`config.mk`:
```
export PLATFORM = sky130hd
export DESIGN_NAME = fe_cfg_regs
export DESIGN_NICKNAME = d
export VERILOG_FILES = /design/src/rtl/fe_cfg_pkg.sv /design/src/rtl/fe_cfg_regs.sv
export SDC_FILE = /design/constraint.sdc
export NUM_CORES = 1
export LEC_CHECK = 0
export BUFFER_PORTS_ARGS = -buffer_cell sky130_fd_sc_hd__clkbuf_2
export CAP_MARGIN = 20
export CORE_ASPECT_RATIO = 1.1
export CORE_MARGIN = 4
export CORE_UTILIZATION = 35
export CTS_CLUSTER_DIAMETER = 80
export DETAILED_ROUTE_END_ITERATION = 10
export SYNTH_ARGS = -nofsm -noshare
export SYNTH_HDL_FRONTEND = slang
export SYNTH_SLANG_ARGS = --single-unit
```
`constraint.sdc`:
```
create_clock -name clk_sys -period 30.2 [get_ports clk_sys]
set_input_delay 1.51 -clock clk_sys [delete_from_list [all_inputs] [get_ports clk_sys]]
set_output_delay 1.51 -clock clk_sys [all_outputs]
set_load 0.1 [all_outputs]
```
`src/rtl/fe_cfg_pkg.sv`:
```
// Package with register map, field layout, reset values and timing for the front-end config bank.
package fe_cfg_pkg;

	// ------------------------------------------------------------
	// Register indices; the bus byte address is four times the index.
	// ------------------------------------------------------------
	localparam logic [7:0] IDX_DRV_NEG   = 8'h0E; // Drive negative select index.
	localparam logic [7:0] IDX_LO_POS_EN = 8'h0F; // Positive lead-off enable index.
	localparam logic [7:0] IDX_LO_NEG_EN = 8'h10; // Negative lead-off enable index.
	localparam logic [7:0] IDX_LO_DIR    = 8'h11; // Current direction index.
	localparam logic [7:0] IDX_LO_POS_ST = 8'h12; // Positive status index.
	localparam logic [7:0] IDX_LO_NEG_ST = 8'h13; // Negative status index.
	localparam logic [7:0] IDX_PINS      = 8'h14; // General pin control index.
	localparam logic [7:0] IDX_PULSE     = 8'h15; // Pulse detect routing index.
	localparam logic [7:0] IDX_BREATH    = 8'h16; // Breathing control index.
	localparam logic [7:0] IDX_CFG4      = 8'h17; // Configuration four index.
	localparam logic [7:0] IDX_RATE      = 8'h20; // Data rate status index.

	// ------------------------------------------------------------
	// Reset values.
	// ------------------------------------------------------------
	localparam logic [7:0] RST_CHAN   = 8'h00; // Per-channel registers clear.
	localparam logic [7:0] RST_PINS   = 8'h0F; // Directions all input; reset breathing mode 01 drives pins two to four.
	localparam logic [7:0] RST_PULSE  = 8'h00; // Channels 2 and 1, buffer off.
	localparam logic [7:0] RST_BREATH = 8'h15; // Phase 101, mode 01.
	localparam logic [7:0] RST_CFG4   = 8'h00; // Continuous, link off, comparators off.

	// ------------------------------------------------------------
	// Field writable masks (reserved bits hold zero).
	// ------------------------------------------------------------
	localparam logic [7:0] MASK_PULSE  = 8'h1F; // Bits 4:0 writable.
	localparam logic [7:0] MASK_BREATH = 8'h1F; // Bits 4:0 writable.
	localparam logic [7:0] MASK_CFG4   = 8'hEE; // Bits 7:5 and 3:1 writable.

	// ------------------------------------------------------------
	// Field positions.
	// ------------------------------------------------------------
	localparam int POS_EVEN  = 3; // Even channel select, two bits.
	localparam int POS_ODD   = 1; // Odd channel select, two bits.
	localparam int POS_PBUF  = 0; // Pulse buffer enable.
	localparam int POS_PHASE = 2; // Breathing phase, three bits.
	localparam int POS_MODE  = 0; // Breathing mode, two bits.
	localparam int POS_FREQ  = 5; // Breathing frequency, three bits.
	localparam int POS_SHOT  = 3; // Single-shot select.
	localparam int POS_LINK  = 2; // Terminal to drive link.
	localparam int POS_COMP  = 1; // Comparator enable.
	localparam logic [2:0] PHASE_180 = 3'h7; // Code for half a period.
	localparam logic [2:0] FREQ_LAST_PROG = 3'h1; // Highest code using programmed phase.

	// ------------------------------------------------------------
	// Timing: 25 MHz system clock.
	// ------------------------------------------------------------
	localparam int CLK_HZ = 25_000_000; // System clock rate.
	localparam int NOM_CTRL_HZ = 2_048_000; // Nominal converter clock.
	localparam int BREATH_TOP_HZ = 64_000; // Fastest breathing control rate.
	// Half-period of the fastest breathing clock in system cycles, rounded down.
	localparam int BREATH_HALF_CYC = CLK_HZ / (2 * BREATH_TOP_HZ);

	// AXI4-Lite response codes.
	localparam logic [1:0] BREATHING_CONTROL_OKAY   = 2'h0; // Normal access.
	localparam logic [1:0] BREATHING_CONTROL_SLVERR = 2'h2; // Unmapped address.

	// Grouped analog control outputs.
	typedef struct packed {
		logic [7:0] drive_neg_sel;   // Per-channel drive selection.
		logic [7:0] lo_pos_en;       // Positive lead-off enables.
		logic [7:0] lo_neg_en;       // Negative lead-off enables.
		logic [7:0] lo_dir;          // Current direction bits.
		logic [7:0] even_pulse_onehot; // Channel routed to even output.
		logic [7:0] odd_pulse_onehot;  // Channel routed to odd output.
		logic       pulse_buf_en;    // Pulse buffer power.
		logic       single_shot;     // Single-shot conversion.
		logic       term_link;       // Terminal to drive link.
		logic       comp_en;         // Comparator power.
	} analog_ctrl_type;

endpackage

```
`src/rtl/fe_cfg_regs.sv`:
```
// Configuration and status register bank of the biopotential front-end with AXI4-Lite access.
`timescale 1ns/1ps
module fe_cfg_regs #(
	parameter int NUM_CHANNELS = 8 // Variant channel count: 4, 6 or 8.
) (
	// Clock and reset.
	input  wire logic                        clk_sys,
	input  wire logic                        nrst,
	// AXI4-Lite write address and data.
	input  wire logic [7:0]                  s_axi_awaddr,
	input  wire logic                        s_axi_awvalid,
	output logic                             s_axi_awready,
	input  wire logic [31:0]                 s_axi_wdata,
	input  wire logic [3:0]                  s_axi_wstrb,
	input  wire logic                        s_axi_wvalid,
	output logic                             s_axi_wready,
	// AXI4-Lite write response.
	output logic [1:0]                       s_axi_bresp,
	output logic                             s_axi_bvalid,
	input  wire logic                        s_axi_bready,
	// AXI4-Lite read address and data.
	input  wire logic [7:0]                  s_axi_araddr,
	input  wire logic                        s_axi_arvalid,
	output logic                             s_axi_arready,
	output logic [31:0]                      s_axi_rdata,
	output logic [1:0]                       s_axi_rresp,
	output logic                             s_axi_rvalid,
	input  wire logic                        s_axi_rready,
	// Analog status from the comparators (asynchronous).
	input  wire logic [7:0]                  leadoff_pos_status_in,
	input  wire logic [7:0]                  leadoff_neg_status_in,
	input  wire logic                        rate_is_32ksps, // Converter at top data rate.
	// General pins as three signals each.
	input  wire logic [3:0]                  pin_in,
	output logic [3:0]                       pin_out,
	output logic [3:0]                       pin_oe,
	// Analog controls.
	output fe_cfg_pkg::analog_ctrl_type      analog_ctrl,
	output logic [1:0]                       breathing_mode,
	output logic [2:0]                       breathing_frequency
);

	// ------------------------------------------------------------
	// Storage.
	// ------------------------------------------------------------
	logic [7:0] drv_neg_ff;    // Drive negative select register.
	logic [7:0] lo_pos_en_ff;  // Positive lead-off enable register.
	logic [7:0] lo_neg_en_ff;  // Negative lead-off enable register.
	logic [7:0] lo_dir_ff;     // Current direction register.
	logic [3:0] pin_data_ff;   // Pin data latch.
	logic [3:0] pin_dir_ff;    // Pin direction, one is input.
	logic [7:0] pulse_ff;      // Pulse routing register.
	logic [7:0] breath_ff;     // Breathing control register.
	logic [7:0] cfg4_ff;       // Configuration four register.
	logic [7:0] pos_st_s1_ff;  // Positive status first stage.
	logic [7:0] pos_st_ff;     // Positive status synchronised.
	logic [7:0] neg_st_s1_ff;  // Negative status first stage.
	logic [7:0] neg_st_ff;     // Negative status synchronised.
	logic [3:0] pin_s1_ff;     // Pin level first stage.
	logic [3:0] pin_ff;        // Pin level synchronised.
	logic       rate_s1_ff;    // Rate flag first stage.
	logic       rate_ff;       // Rate flag synchronised.

	// Mask of implemented channel bits for this variant.
	localparam logic [7:0] CHAN_MASK = (NUM_CHANNELS >= 8) ? 8'hFF :
		(NUM_CHANNELS >= 6) ? 8'h3F : 8'h0F;

	// ------------------------------------------------------------
	// Input synchronisers.
	// ------------------------------------------------------------
	// Two flip-flops on every asynchronous input.
	always_ff @(posedge clk_sys) begin
		pos_st_s1_ff <= leadoff_pos_status_in;
		pos_st_ff    <= pos_st_s1_ff;
		neg_st_s1_ff <= leadoff_neg_status_in;
		neg_st_ff    <= neg_st_s1_ff;
		pin_s1_ff    <= pin_in;
		pin_ff       <= pin_s1_ff;
		rate_s1_ff   <= rate_is_32ksps;
		rate_ff      <= rate_s1_ff;
	end

	// ------------------------------------------------------------
	// AXI4-Lite write path.
	// ------------------------------------------------------------
	logic       aw_held_ff;   // Write address captured.
	logic       w_held_ff;    // Write data captured.
	logic [7:0] aw_addr_ff;   // Captured write address.
	logic [7:0] w_data_ff;    // Captured write data low byte.
	logic       w_strb_ff;    // Captured low byte lane enable.
	logic       do_write;     // Both halves present, commit this cycle.
	logic       wr_hit;       // Write address maps to a register.

	assign do_write = aw_held_ff && w_held_ff && !s_axi_bvalid;

	// Address and data are taken in either order and held until commit.
	always_ff @(posedge clk_sys) begin
		if (!nrst) begin
			aw_held_ff    <= 1'b0;
			w_held_ff     <= 1'b0;
			aw_addr_ff    <= 8'h00;
			w_data_ff     <= 8'h00;
			w_strb_ff     <= 1'b0;
			s_axi_awready <= 1'b0;
			s_axi_wready  <= 1'b0;
		end else begin
			s_axi_awready <= 1'b0;
			s_axi_wready  <= 1'b0;
			if (do_write) begin
				aw_held_ff <= 1'b0;
				w_held_ff  <= 1'b0;
			end
			if (s_axi_awvalid && !aw_held_ff && !s_axi_awready) begin
				aw_held_ff    <= 1'b1;
				aw_addr_ff    <= s_axi_awaddr;
				s_axi_awready <= 1'b1;
			end
			if (s_axi_wvalid && !w_held_ff && !s_axi_wready) begin
				w_held_ff    <= 1'b1;
				w_data_ff    <= s_axi_wdata[7:0];
				w_strb_ff    <= s_axi_wstrb[0];
				s_axi_wready <= 1'b1;
			end
		end
	end

	// ------------------------------------------------------------
	// Register index decode.
	// ------------------------------------------------------------
	// Each register is one aligned word, so its index is the byte address over four.
	logic [7:0] wr_idx;     // Register index of the held write address.
	logic [7:0] rd_idx;     // Register index of the read address.
	logic       wr_aligned; // Held write address falls on a word boundary.
	logic       rd_aligned; // Read address falls on a word boundary.
	assign wr_idx     = {2'b00, aw_addr_ff[7:2]};
	assign rd_idx     = {2'b00, s_axi_araddr[7:2]};
	assign wr_aligned = (aw_addr_ff[1:0] == 2'b00);
	assign rd_aligned = (s_axi_araddr[1:0] == 2'b00);

	// Decode of mapped addresses, read-only status and rate included; a misaligned address maps to nothing.
	always_comb begin
		case (wr_idx)
			fe_cfg_pkg::IDX_DRV_NEG, fe_cfg_pkg::IDX_LO_POS_EN, fe_cfg_pkg::IDX_LO_NEG_EN,
			fe_cfg_pkg::IDX_LO_DIR, fe_cfg_pkg::IDX_LO_POS_ST, fe_cfg_pkg::IDX_LO_NEG_ST,
			fe_cfg_pkg::IDX_PINS, fe_cfg_pkg::IDX_PULSE, fe_cfg_pkg::IDX_BREATH,
			fe_cfg_pkg::IDX_CFG4, fe_cfg_pkg::IDX_RATE: wr_hit = wr_aligned;
			default: wr_hit = 1'b0;
		endcase
	end

	// Write response one cycle after commit; unmapped gives slave error.
	always_ff @(posedge clk_sys) begin
		if (!nrst) begin
			s_axi_bvalid <= 1'b0;
			s_axi_bresp  <= fe_cfg_pkg::BREATHING_CONTROL_OKAY;
		end else if (do_write) begin
			s_axi_bvalid <= 1'b1;
			s_axi_bresp  <= wr_hit ? fe_cfg_pkg::BREATHING_CONTROL_OKAY : fe_cfg_pkg::BREATHING_CONTROL_SLVERR;
		end else if (s_axi_bready) begin
			s_axi_bvalid <= 1'b0;
		end
	end

	logic wr_en; // Commit with the low byte lane enabled.
	assign wr_en = do_write && w_strb_ff && wr_aligned;

	// ------------------------------------------------------------
	// Per-channel registers.
	// ------------------------------------------------------------
	// Unimplemented channel bits never store a one.
	always_ff @(posedge clk_sys) begin
		if (!nrst) begin
			drv_neg_ff   <= fe_cfg_pkg::RST_CHAN;
			lo_pos_en_ff <= fe_cfg_pkg::RST_CHAN;
			lo_neg_en_ff <= fe_cfg_pkg::RST_CHAN;
			lo_dir_ff    <= fe_cfg_pkg::RST_CHAN;
		end else if (wr_en) begin
			case (wr_idx)
				fe_cfg_pkg::IDX_DRV_NEG:   drv_neg_ff   <= w_data_ff & CHAN_MASK;
				fe_cfg_pkg::IDX_LO_POS_EN: lo_pos_en_ff <= w_data_ff & CHAN_MASK;
				fe_cfg_pkg::IDX_LO_NEG_EN: lo_neg_en_ff <= w_data_ff & CHAN_MASK;
				fe_cfg_pkg::IDX_LO_DIR:    lo_dir_ff    <= w_data_ff & CHAN_MASK;
				default: ;
			endcase
		end
	end

	// ------------------------------------------------------------
	// General pin register.
	// ------------------------------------------------------------
	logic [3:0] pin_taken; // Pins owned by the breathing function.
	assign pin_taken = (breath_ff[fe_cfg_pkg::POS_MODE]) ? 4'hE : 4'h0;

	// Data bits only land on pins that were outputs before this write.
	always_ff @(posedge clk_sys) begin
		if (!nrst) begin
			pin_dir_ff  <= fe_cfg_pkg::RST_PINS[3:0];
			pin_data_ff <= 4'h0;
		end else if (wr_en && wr_idx == fe_cfg_pkg::IDX_PINS) begin
			pin_dir_ff  <= w_data_ff[3:0];
			for (int i = 0; i < 4; i++) begin
				if (!pin_dir_ff[i]) begin
					pin_data_ff[i] <= w_data_ff[4 + i];
				end
			end
		end
	end

	// ------------------------------------------------------------
	// Pulse, breathing and configuration four registers.
	// ------------------------------------------------------------
	// Reserved bits are masked so they always hold zero.
	always_ff @(posedge clk_sys) begin
		if (!nrst) begin
			pulse_ff  <= fe_cfg_pkg::RST_PULSE;
			breath_ff <= fe_cfg_pkg::RST_BREATH;
			cfg4_ff   <= fe_cfg_pkg::RST_CFG4;
		end else if (wr_en) begin
			case (wr_idx)
				fe_cfg_pkg::IDX_PULSE:  pulse_ff  <= w_data_ff & fe_cfg_pkg::MASK_PULSE;
				fe_cfg_pkg::IDX_BREATH: breath_ff <= w_data_ff & fe_cfg_pkg::MASK_BREATH;
				fe_cfg_pkg::IDX_CFG4:   cfg4_ff   <= w_data_ff & fe_cfg_pkg::MASK_CFG4;
				default: ;
			endcase
		end
	end

	// ------------------------------------------------------------
	// Breathing demodulation clocks on pins three and four.
	// ------------------------------------------------------------
	logic [15:0] half_cyc;     // Half period for the selected frequency.
	logic [15:0] base_cnt_ff;  // Period counter of the reference pin.
	logic        ref_ff;       // Reference demodulation clock.
	logic [15:0] delay_cyc;    // Delay of the shifted clock in cycles.
	logic [2:0]  eff_phase;    // Phase code actually used.
	logic [2:0]  freq;         // Frequency code.

	assign freq = cfg4_ff[fe_cfg_pkg::POS_FREQ +: 3];
	assign half_cyc = 16'(fe_cfg_pkg::BREATH_HALF_CYC) << freq;

	// Programmed phase only at the top data rate and two fastest codes.
	always_comb begin
		if (rate_ff && freq <= fe_cfg_pkg::FREQ_LAST_PROG) begin
			eff_phase = breath_ff[fe_cfg_pkg::POS_PHASE +: 3];
		end else begin
			eff_phase = fe_cfg_pkg::PHASE_180;
		end
	end
	// Phase step is one eighth of a half period per code plus one.
	assign delay_cyc = 16'((32'(half_cyc) * (32'(eff_phase) + 32'd1)) >> 3);

	// Reference clock toggles every half period.
	always_ff @(posedge clk_sys) begin
		if (!nrst) begin
			base_cnt_ff <= 16'h0000;
			ref_ff      <= 1'b0;
		end else if (base_cnt_ff + 16'h0001 >= (half_cyc << 1)) begin
			base_cnt_ff <= 16'h0000;
			ref_ff      <= 1'b0;
		end else begin
			base_cnt_ff <= base_cnt_ff + 16'h0001;
			if (base_cnt_ff + 16'h0001 == half_cyc) begin
				ref_ff <= 1'b1;
			end
		end
	end

	logic [16:0] shifted_pos; // Counter position of the delayed clock.
	logic        shift_clk;   // Delayed demodulation clock.
	always_comb begin
		shifted_pos = 17'(base_cnt_ff) + 17'(half_cyc << 1) - 17'(delay_cyc);
		if (shifted_pos >= 17'(half_cyc << 1)) begin
			shifted_pos = shifted_pos - 17'(half_cyc << 1);
		end
		shift_clk = (shifted_pos >= 17'(half_cyc));
	end

	// ------------------------------------------------------------
	// Pin drivers.
	// ------------------------------------------------------------
	// Breathing modes with mode bit zero set (01 and 11) override pins two to four.
	always_ff @(posedge clk_sys) begin
		if (!nrst) begin
			pin_out <= 4'h0;
			pin_oe  <= 4'h0;
		end else begin
			pin_oe  <= ~pin_dir_ff | pin_taken;
			pin_out <= pin_taken[3] ? {shift_clk, ref_ff, 1'b0, pin_data_ff[0]} : pin_data_ff;
		end
	end

	// ------------------------------------------------------------
	// Analog control outputs.
	// ------------------------------------------------------------
	logic [1:0] even_sel; // Even channel code.
	logic [1:0] odd_sel;  // Odd channel code.
	assign even_sel = pulse_ff[fe_cfg_pkg::POS_EVEN +: 2];
	assign odd_sel  = pulse_ff[fe_cfg_pkg::POS_ODD +: 2];

	// Decode routes exactly one channel to each pulse output.
	always_ff @(posedge clk_sys) begin
		if (!nrst) begin
			analog_ctrl         <= '0;
			breathing_mode      <= fe_cfg_pkg::RST_BREATH[1:0];
			breathing_frequency <= 3'h0;
		end else begin
			analog_ctrl.drive_neg_sel     <= drv_neg_ff;
			analog_ctrl.lo_pos_en         <= lo_pos_en_ff;
			analog_ctrl.lo_neg_en         <= lo_neg_en_ff;
			analog_ctrl.lo_dir            <= lo_dir_ff;
			analog_ctrl.even_pulse_onehot <= 8'h02 << {even_sel, 1'b0};
			analog_ctrl.odd_pulse_onehot  <= 8'h01 << {odd_sel, 1'b0};
			analog_ctrl.pulse_buf_en      <= pulse_ff[fe_cfg_pkg::POS_PBUF];
			analog_ctrl.single_shot       <= cfg4_ff[fe_cfg_pkg::POS_SHOT];
			analog_ctrl.term_link         <= cfg4_ff[fe_cfg_pkg::POS_LINK];
			analog_ctrl.comp_en           <= cfg4_ff[fe_cfg_pkg::POS_COMP];
			breathing_mode                <= breath_ff[fe_cfg_pkg::POS_MODE +: 2];
			breathing_frequency           <= cfg4_ff[fe_cfg_pkg::POS_FREQ +: 3];
		end
	end

	// ------------------------------------------------------------
	// AXI4-Lite read path.
	// ------------------------------------------------------------
	logic [7:0] rd_byte; // Selected read value.
	logic       rd_hit;  // Read address maps to a register.

	// Read multiplexer; status is masked to the implemented channel bits.
	always_comb begin
		rd_hit = 1'b1;
		case (rd_idx)
			fe_cfg_pkg::IDX_DRV_NEG:   rd_byte = drv_neg_ff;
			fe_cfg_pkg::IDX_LO_POS_EN: rd_byte = lo_pos_en_ff;
			fe_cfg_pkg::IDX_LO_NEG_EN: rd_byte = lo_neg_en_ff;
			fe_cfg_pkg::IDX_LO_DIR:    rd_byte = lo_dir_ff;
			fe_cfg_pkg::IDX_LO_POS_ST: rd_byte = pos_st_ff & CHAN_MASK;
			fe_cfg_pkg::IDX_LO_NEG_ST: rd_byte = neg_st_ff & CHAN_MASK;
			fe_cfg_pkg::IDX_PINS:      rd_byte = {pin_ff, pin_dir_ff};
			fe_cfg_pkg::IDX_PULSE:     rd_byte = pulse_ff;
			fe_cfg_pkg::IDX_BREATH:    rd_byte = breath_ff;
			fe_cfg_pkg::IDX_CFG4:      rd_byte = cfg4_ff;
			fe_cfg_pkg::IDX_RATE:      rd_byte = {7'h00, rate_ff};
			default: begin
				rd_byte = 8'h00;
				rd_hit  = 1'b0;
			end
		endcase
		// A misaligned read hits no register and returns zero.
		if (!rd_aligned) begin
			rd_byte = 8'h00;
			rd_hit  = 1'b0;
		end
	end

	// Read data is valid in the same cycle as the address is taken.
	always_ff @(posedge clk_sys) begin
		if (!nrst) begin
			s_axi_arready <= 1'b0;
			s_axi_rvalid  <= 1'b0;
			s_axi_rdata   <= 32'h0000_0000;
			s_axi_rresp   <= fe_cfg_pkg::BREATHING_CONTROL_OKAY;
		end else begin
			s_axi_arready <= 1'b0;
			if (s_axi_arvalid && !s_axi_arready && !s_axi_rvalid) begin
				s_axi_arready <= 1'b1;
				s_axi_rvalid  <= 1'b1;
				s_axi_rdata   <= {24'h00_0000, rd_byte};
				s_axi_rresp   <= rd_hit ? fe_cfg_pkg::BREATHING_CONTROL_OKAY : fe_cfg_pkg::BREATHING_CONTROL_SLVERR;
			end else if (s_axi_rready) begin
				s_axi_rvalid <= 1'b0;
			end
		end
	end

endmodule // fe_cfg_regs

```
==> results.json <==
{
  "rows": 70,
  "hold_buffers": 0,
  "root_buffer": "clkbuf_16",
  "cts.htree.levels": 1,
  "cts_buffer_depth": 3,
  "io_pins": 186,
  "sw_frac_of_total_pct": 31.5,
  "power_frac_clock_pct": 39.7,
  "initial_core_util_pct": 35.4,
  "first_global_vias": 9063,
  "via_per_inst": 4.90,
  "synth-xor-area-share_pct": 4.77,
  "core_sq_mm": 0.0332,
  "vias": 9126,
  "die_w_um": 183,
  "nNetsFinal": 1628,
  "fin_util_pct": 40.6,
  "wl_per_cell_um": 16.8,
  "synthesis.area_sq_mm": 0.0117,
  "p_seq_share_pct": 38.3,
  "layout-drive-gt1-share_pct": 13.7,
  "drt-initial-drc-count": 572,
  "synthSimpleGateAreaFrac_pct": 16.1,
  "dp_hpwl_um": 24000,
  "synth-adder-area-share_pct": 17.0,
  "top_register": "analog_ctrl",
  "cts_resized": 0,
  "crit_slowest_cell": "xnor2_1",
  "cp-start-kind": "register",
  "yosys.cell_types.count": 69,
  "min_path_type": "reg -> reg",
  "intPower_w": 0.000509,
  "synthCells": 1299,
  "cts_made_buffers": 25,
  "totalWireLength_um": 31300,
  "tritoncts": "done",
  "synth_top_family_by_area": "adder cells",
  "power_density_mw_per_mm2": 55.1,
  "relSlewSlack_pct": 31.6,
  "rsz0062_at_grt": "no",
  "leakage_nw": 6.44,
  "setup_viol": 0,
  "ir_drop_uv": 41.3,
  "cts.sinks": 206,
  "gp_congestion": 0.907,
  "syn_avg_cell_area_sq_um": 9.04,
  "globalRoute.totalOverflow": 0,
  "clk_latency_ns": 0.52,
  "die-height_um": 200,
  "antenna_found_initial": 0,
  "finalMaxSlewViolations": 0,
  "crit_fanout": 22,
  "cp.required_ns": 30.59,
  "first_pass_iters": 7,
  "synth_mux_area_share_pct": 7.42,
  "grt_max_degree": 93,
  "fp.dieArea_sq_mm": 0.0365,
  "drc": 0,
  "top_regs": "analog_ctrl (44), base_cnt_ff (16)",
  "worstPathArrival_ns": 12.88,
  "ys_seq_elements": 206,
  "switchingPower_w": 0.000234,
  "outcome": "finished clean",
  "fin_crit_sh_pct": 41.3,
  "portBuffers": 124,
  "yosysWarnings": 0,
  "ant_nets": 0,
  "fin_crit_ns": 12.49,
  "seq_area_frac_synth_pct": 35.1,
  "hold_viol_final": 0,
  "max_freq_ghz": 0.0801,
  "async_flop_share_pct": 0,
  "maxCapViolations": 0,
  "grt_pass1_wl_um": 49200,
  "synth-compound-area-share_pct": 12.6,
  "path_class": "reg -> reg",
  "grtUsageTotal_pct": 16.6,
  "fin_skew_ns": 0.0127,
  "diodes": 0,
  "area_growth_pct": 14.8,
  "end_kind": "register",
  "path_common_cell": "ha_1",
  "path_clk_slew_ns": 0.06,
  "cts_setup_buffers": 0,
  "slowest_delay_ns": 0.73,
  "synth_edf_count": 0,
  "worst_slew_pin_slew_ns": 1.03,
  "fin_setup_tns_ns": 0,
  "p_comb_share_pct": 22.1,
  "largest_reg_flops": 44,
  "ys.flop_type": "dfxtp_1"
}
==> cell families after synthesis <==
kind of cell / after synthesis
xor+xnor: 64
buf+inv: 183
flops: 206
fa+ha+maj: 134
simple gates: 399
mux: 85
other cells: 1
compound gates: 227
==> per-stage QoR <==
| step | total power (W) | hold WS (ns) | area, sq um | worst slack (ns) | instances |
|---|---|---|---|---|---|
| after detailed placement | 0.000453 | 0.312 | 12700 | 17.81 | 1819 |
| final | 0.000742 | 0.319 | 13500 | 17.71 | 1864 |
| after floorplan | 0.000424 | 0.310 | 11900 | 20.52 | 1332 |
| after global placement | 0.000451 | 0.313 | 12700 | 17.79 | 1818 |
| after CTS | 0.000749 | 0.322 | 13500 | 17.74 | 1864 |
| after global routing | 0.000780 | 0.331 | 13500 | 16.66 | 1864 |
==> power groups by stage <==
stage	combinational, W	clock, W	sequential, W
5_1_grt	0.000182	0.000313	0.000285
3_3_place_gp	0.000161	0	0.000290
2_1_floorplan	0.000126	0	0.000298
3_5_place_dp	0.000163	0	0.000290
4_1_cts	0.000164	0.000301	0.000284
6_report	0.000164	0.000294	0.000284
==> synth_stat cells (5+ instances only) <==
library cell	count	area, sq um
a221oi_1	7	61.3
o21bai_1	5	37.5
a222oi_1	5	50.1
and3_1	10	62.6
or3_1	5	31.3
a211oi_1	9	67.6
o211ai_1	7	52.6
nor2_1	155	582
nor3b_1	5	37.5
a21o_1	19	143
dfxtp_1	206	4120
nand4_1	6	37.5
clkbuf_1	35	131
a2bb2oi_1	5	43.8
fa_1	42	841
xnor2_1	37	324
and2_1	45	282
nand3_1	24	120
nand2_1	90	338
a31oi_1	7	43.8
a22oi_1	8	60.1
nand2b_1	9	56.3
o21a_1	9	67.6
xor2_1	27	236
ha_1	92	1150
buf_4	35	263
o21ai_0	50	250
nor2b_1	13	81.3
inv_1	104	390
mux2i_1	78	781
mux2_2	6	67.6
a21oi_1	63	315
nor3_1	19	95.1
==> final cells by class <==
type	instances	area, sq um
Timing Repair Buffer	131	677
Inverter	107	402
Tap cell	432	541
Clock inverter	14	149
Sequential cell	206	4120
Clock buffer	31	668
Multi-Input combinational cell	943	6920
Fill cell	3312	19700
==> worst paths after layout <==
path,startpoint,to,slack [ns],depth (start not counted)
worst max-delay path,cfg4_ff[7]$_SDFFE_PN0P_,pin_out[3]$_SDFF_PN0_,17.71,43
worst min register to register,neg_st_s1_ff[1]$_DFF_P_,neg_st_ff[1]$_DFF_P_,0.32,0
worst min-delay path,neg_st_s1_ff[1]$_DFF_P_,neg_st_ff[1]$_DFF_P_,0.32,0
worst max register to register,cfg4_ff[7]$_SDFFE_PN0P_,pin_out[3]$_SDFF_PN0_,17.71,43
==> worst max-delay path, delay by kind of cell (launching register included) <==
| kind | cells | cell delay, ns |
|---|---|---|
| flops | 1 | 0.60 |
| fa+ha+maj | 9 | 3.49 |
| xor+xnor | 3 | 1.25 |
| compound gates | 21 | 4.73 |
| mux | 1 | 0.42 |
| simple gates | 5 | 0.98 |
| buf+inv | 4 | 0.85 |
==> layer usage <==
layer | part of all wire [%] | track usage, % | vias to the layer above
li1 | - | - | 4575
met1 | 43 | 21.5 | 4273
met2 | 48 | 28.6 | 241
met3 | 5.9 | 3.03 | 37
met4 | 2.2 | 3.78 | 0
met5 | 0 | 0 | -
==> placed cells by master, fill, tap and decap left out, types with 10 or more instances in the layout <==
master,n
and3_1,10
clkbuf_16,25
xor2_1,27
a21oi_1,63
nand2_1,90
nor3_1,19
nor2_1,155
conb_1,34
ha_1,92
nand3_1,24
o21ai_0,50
a21o_1,19
nor2b_1,13
clkbuf_2,124
fa_1,42
and2_1,45
dfxtp_1,206
inv_1,103
mux2i_1,78
xnor2_1,37
Power figures use the tool's default switching activity.
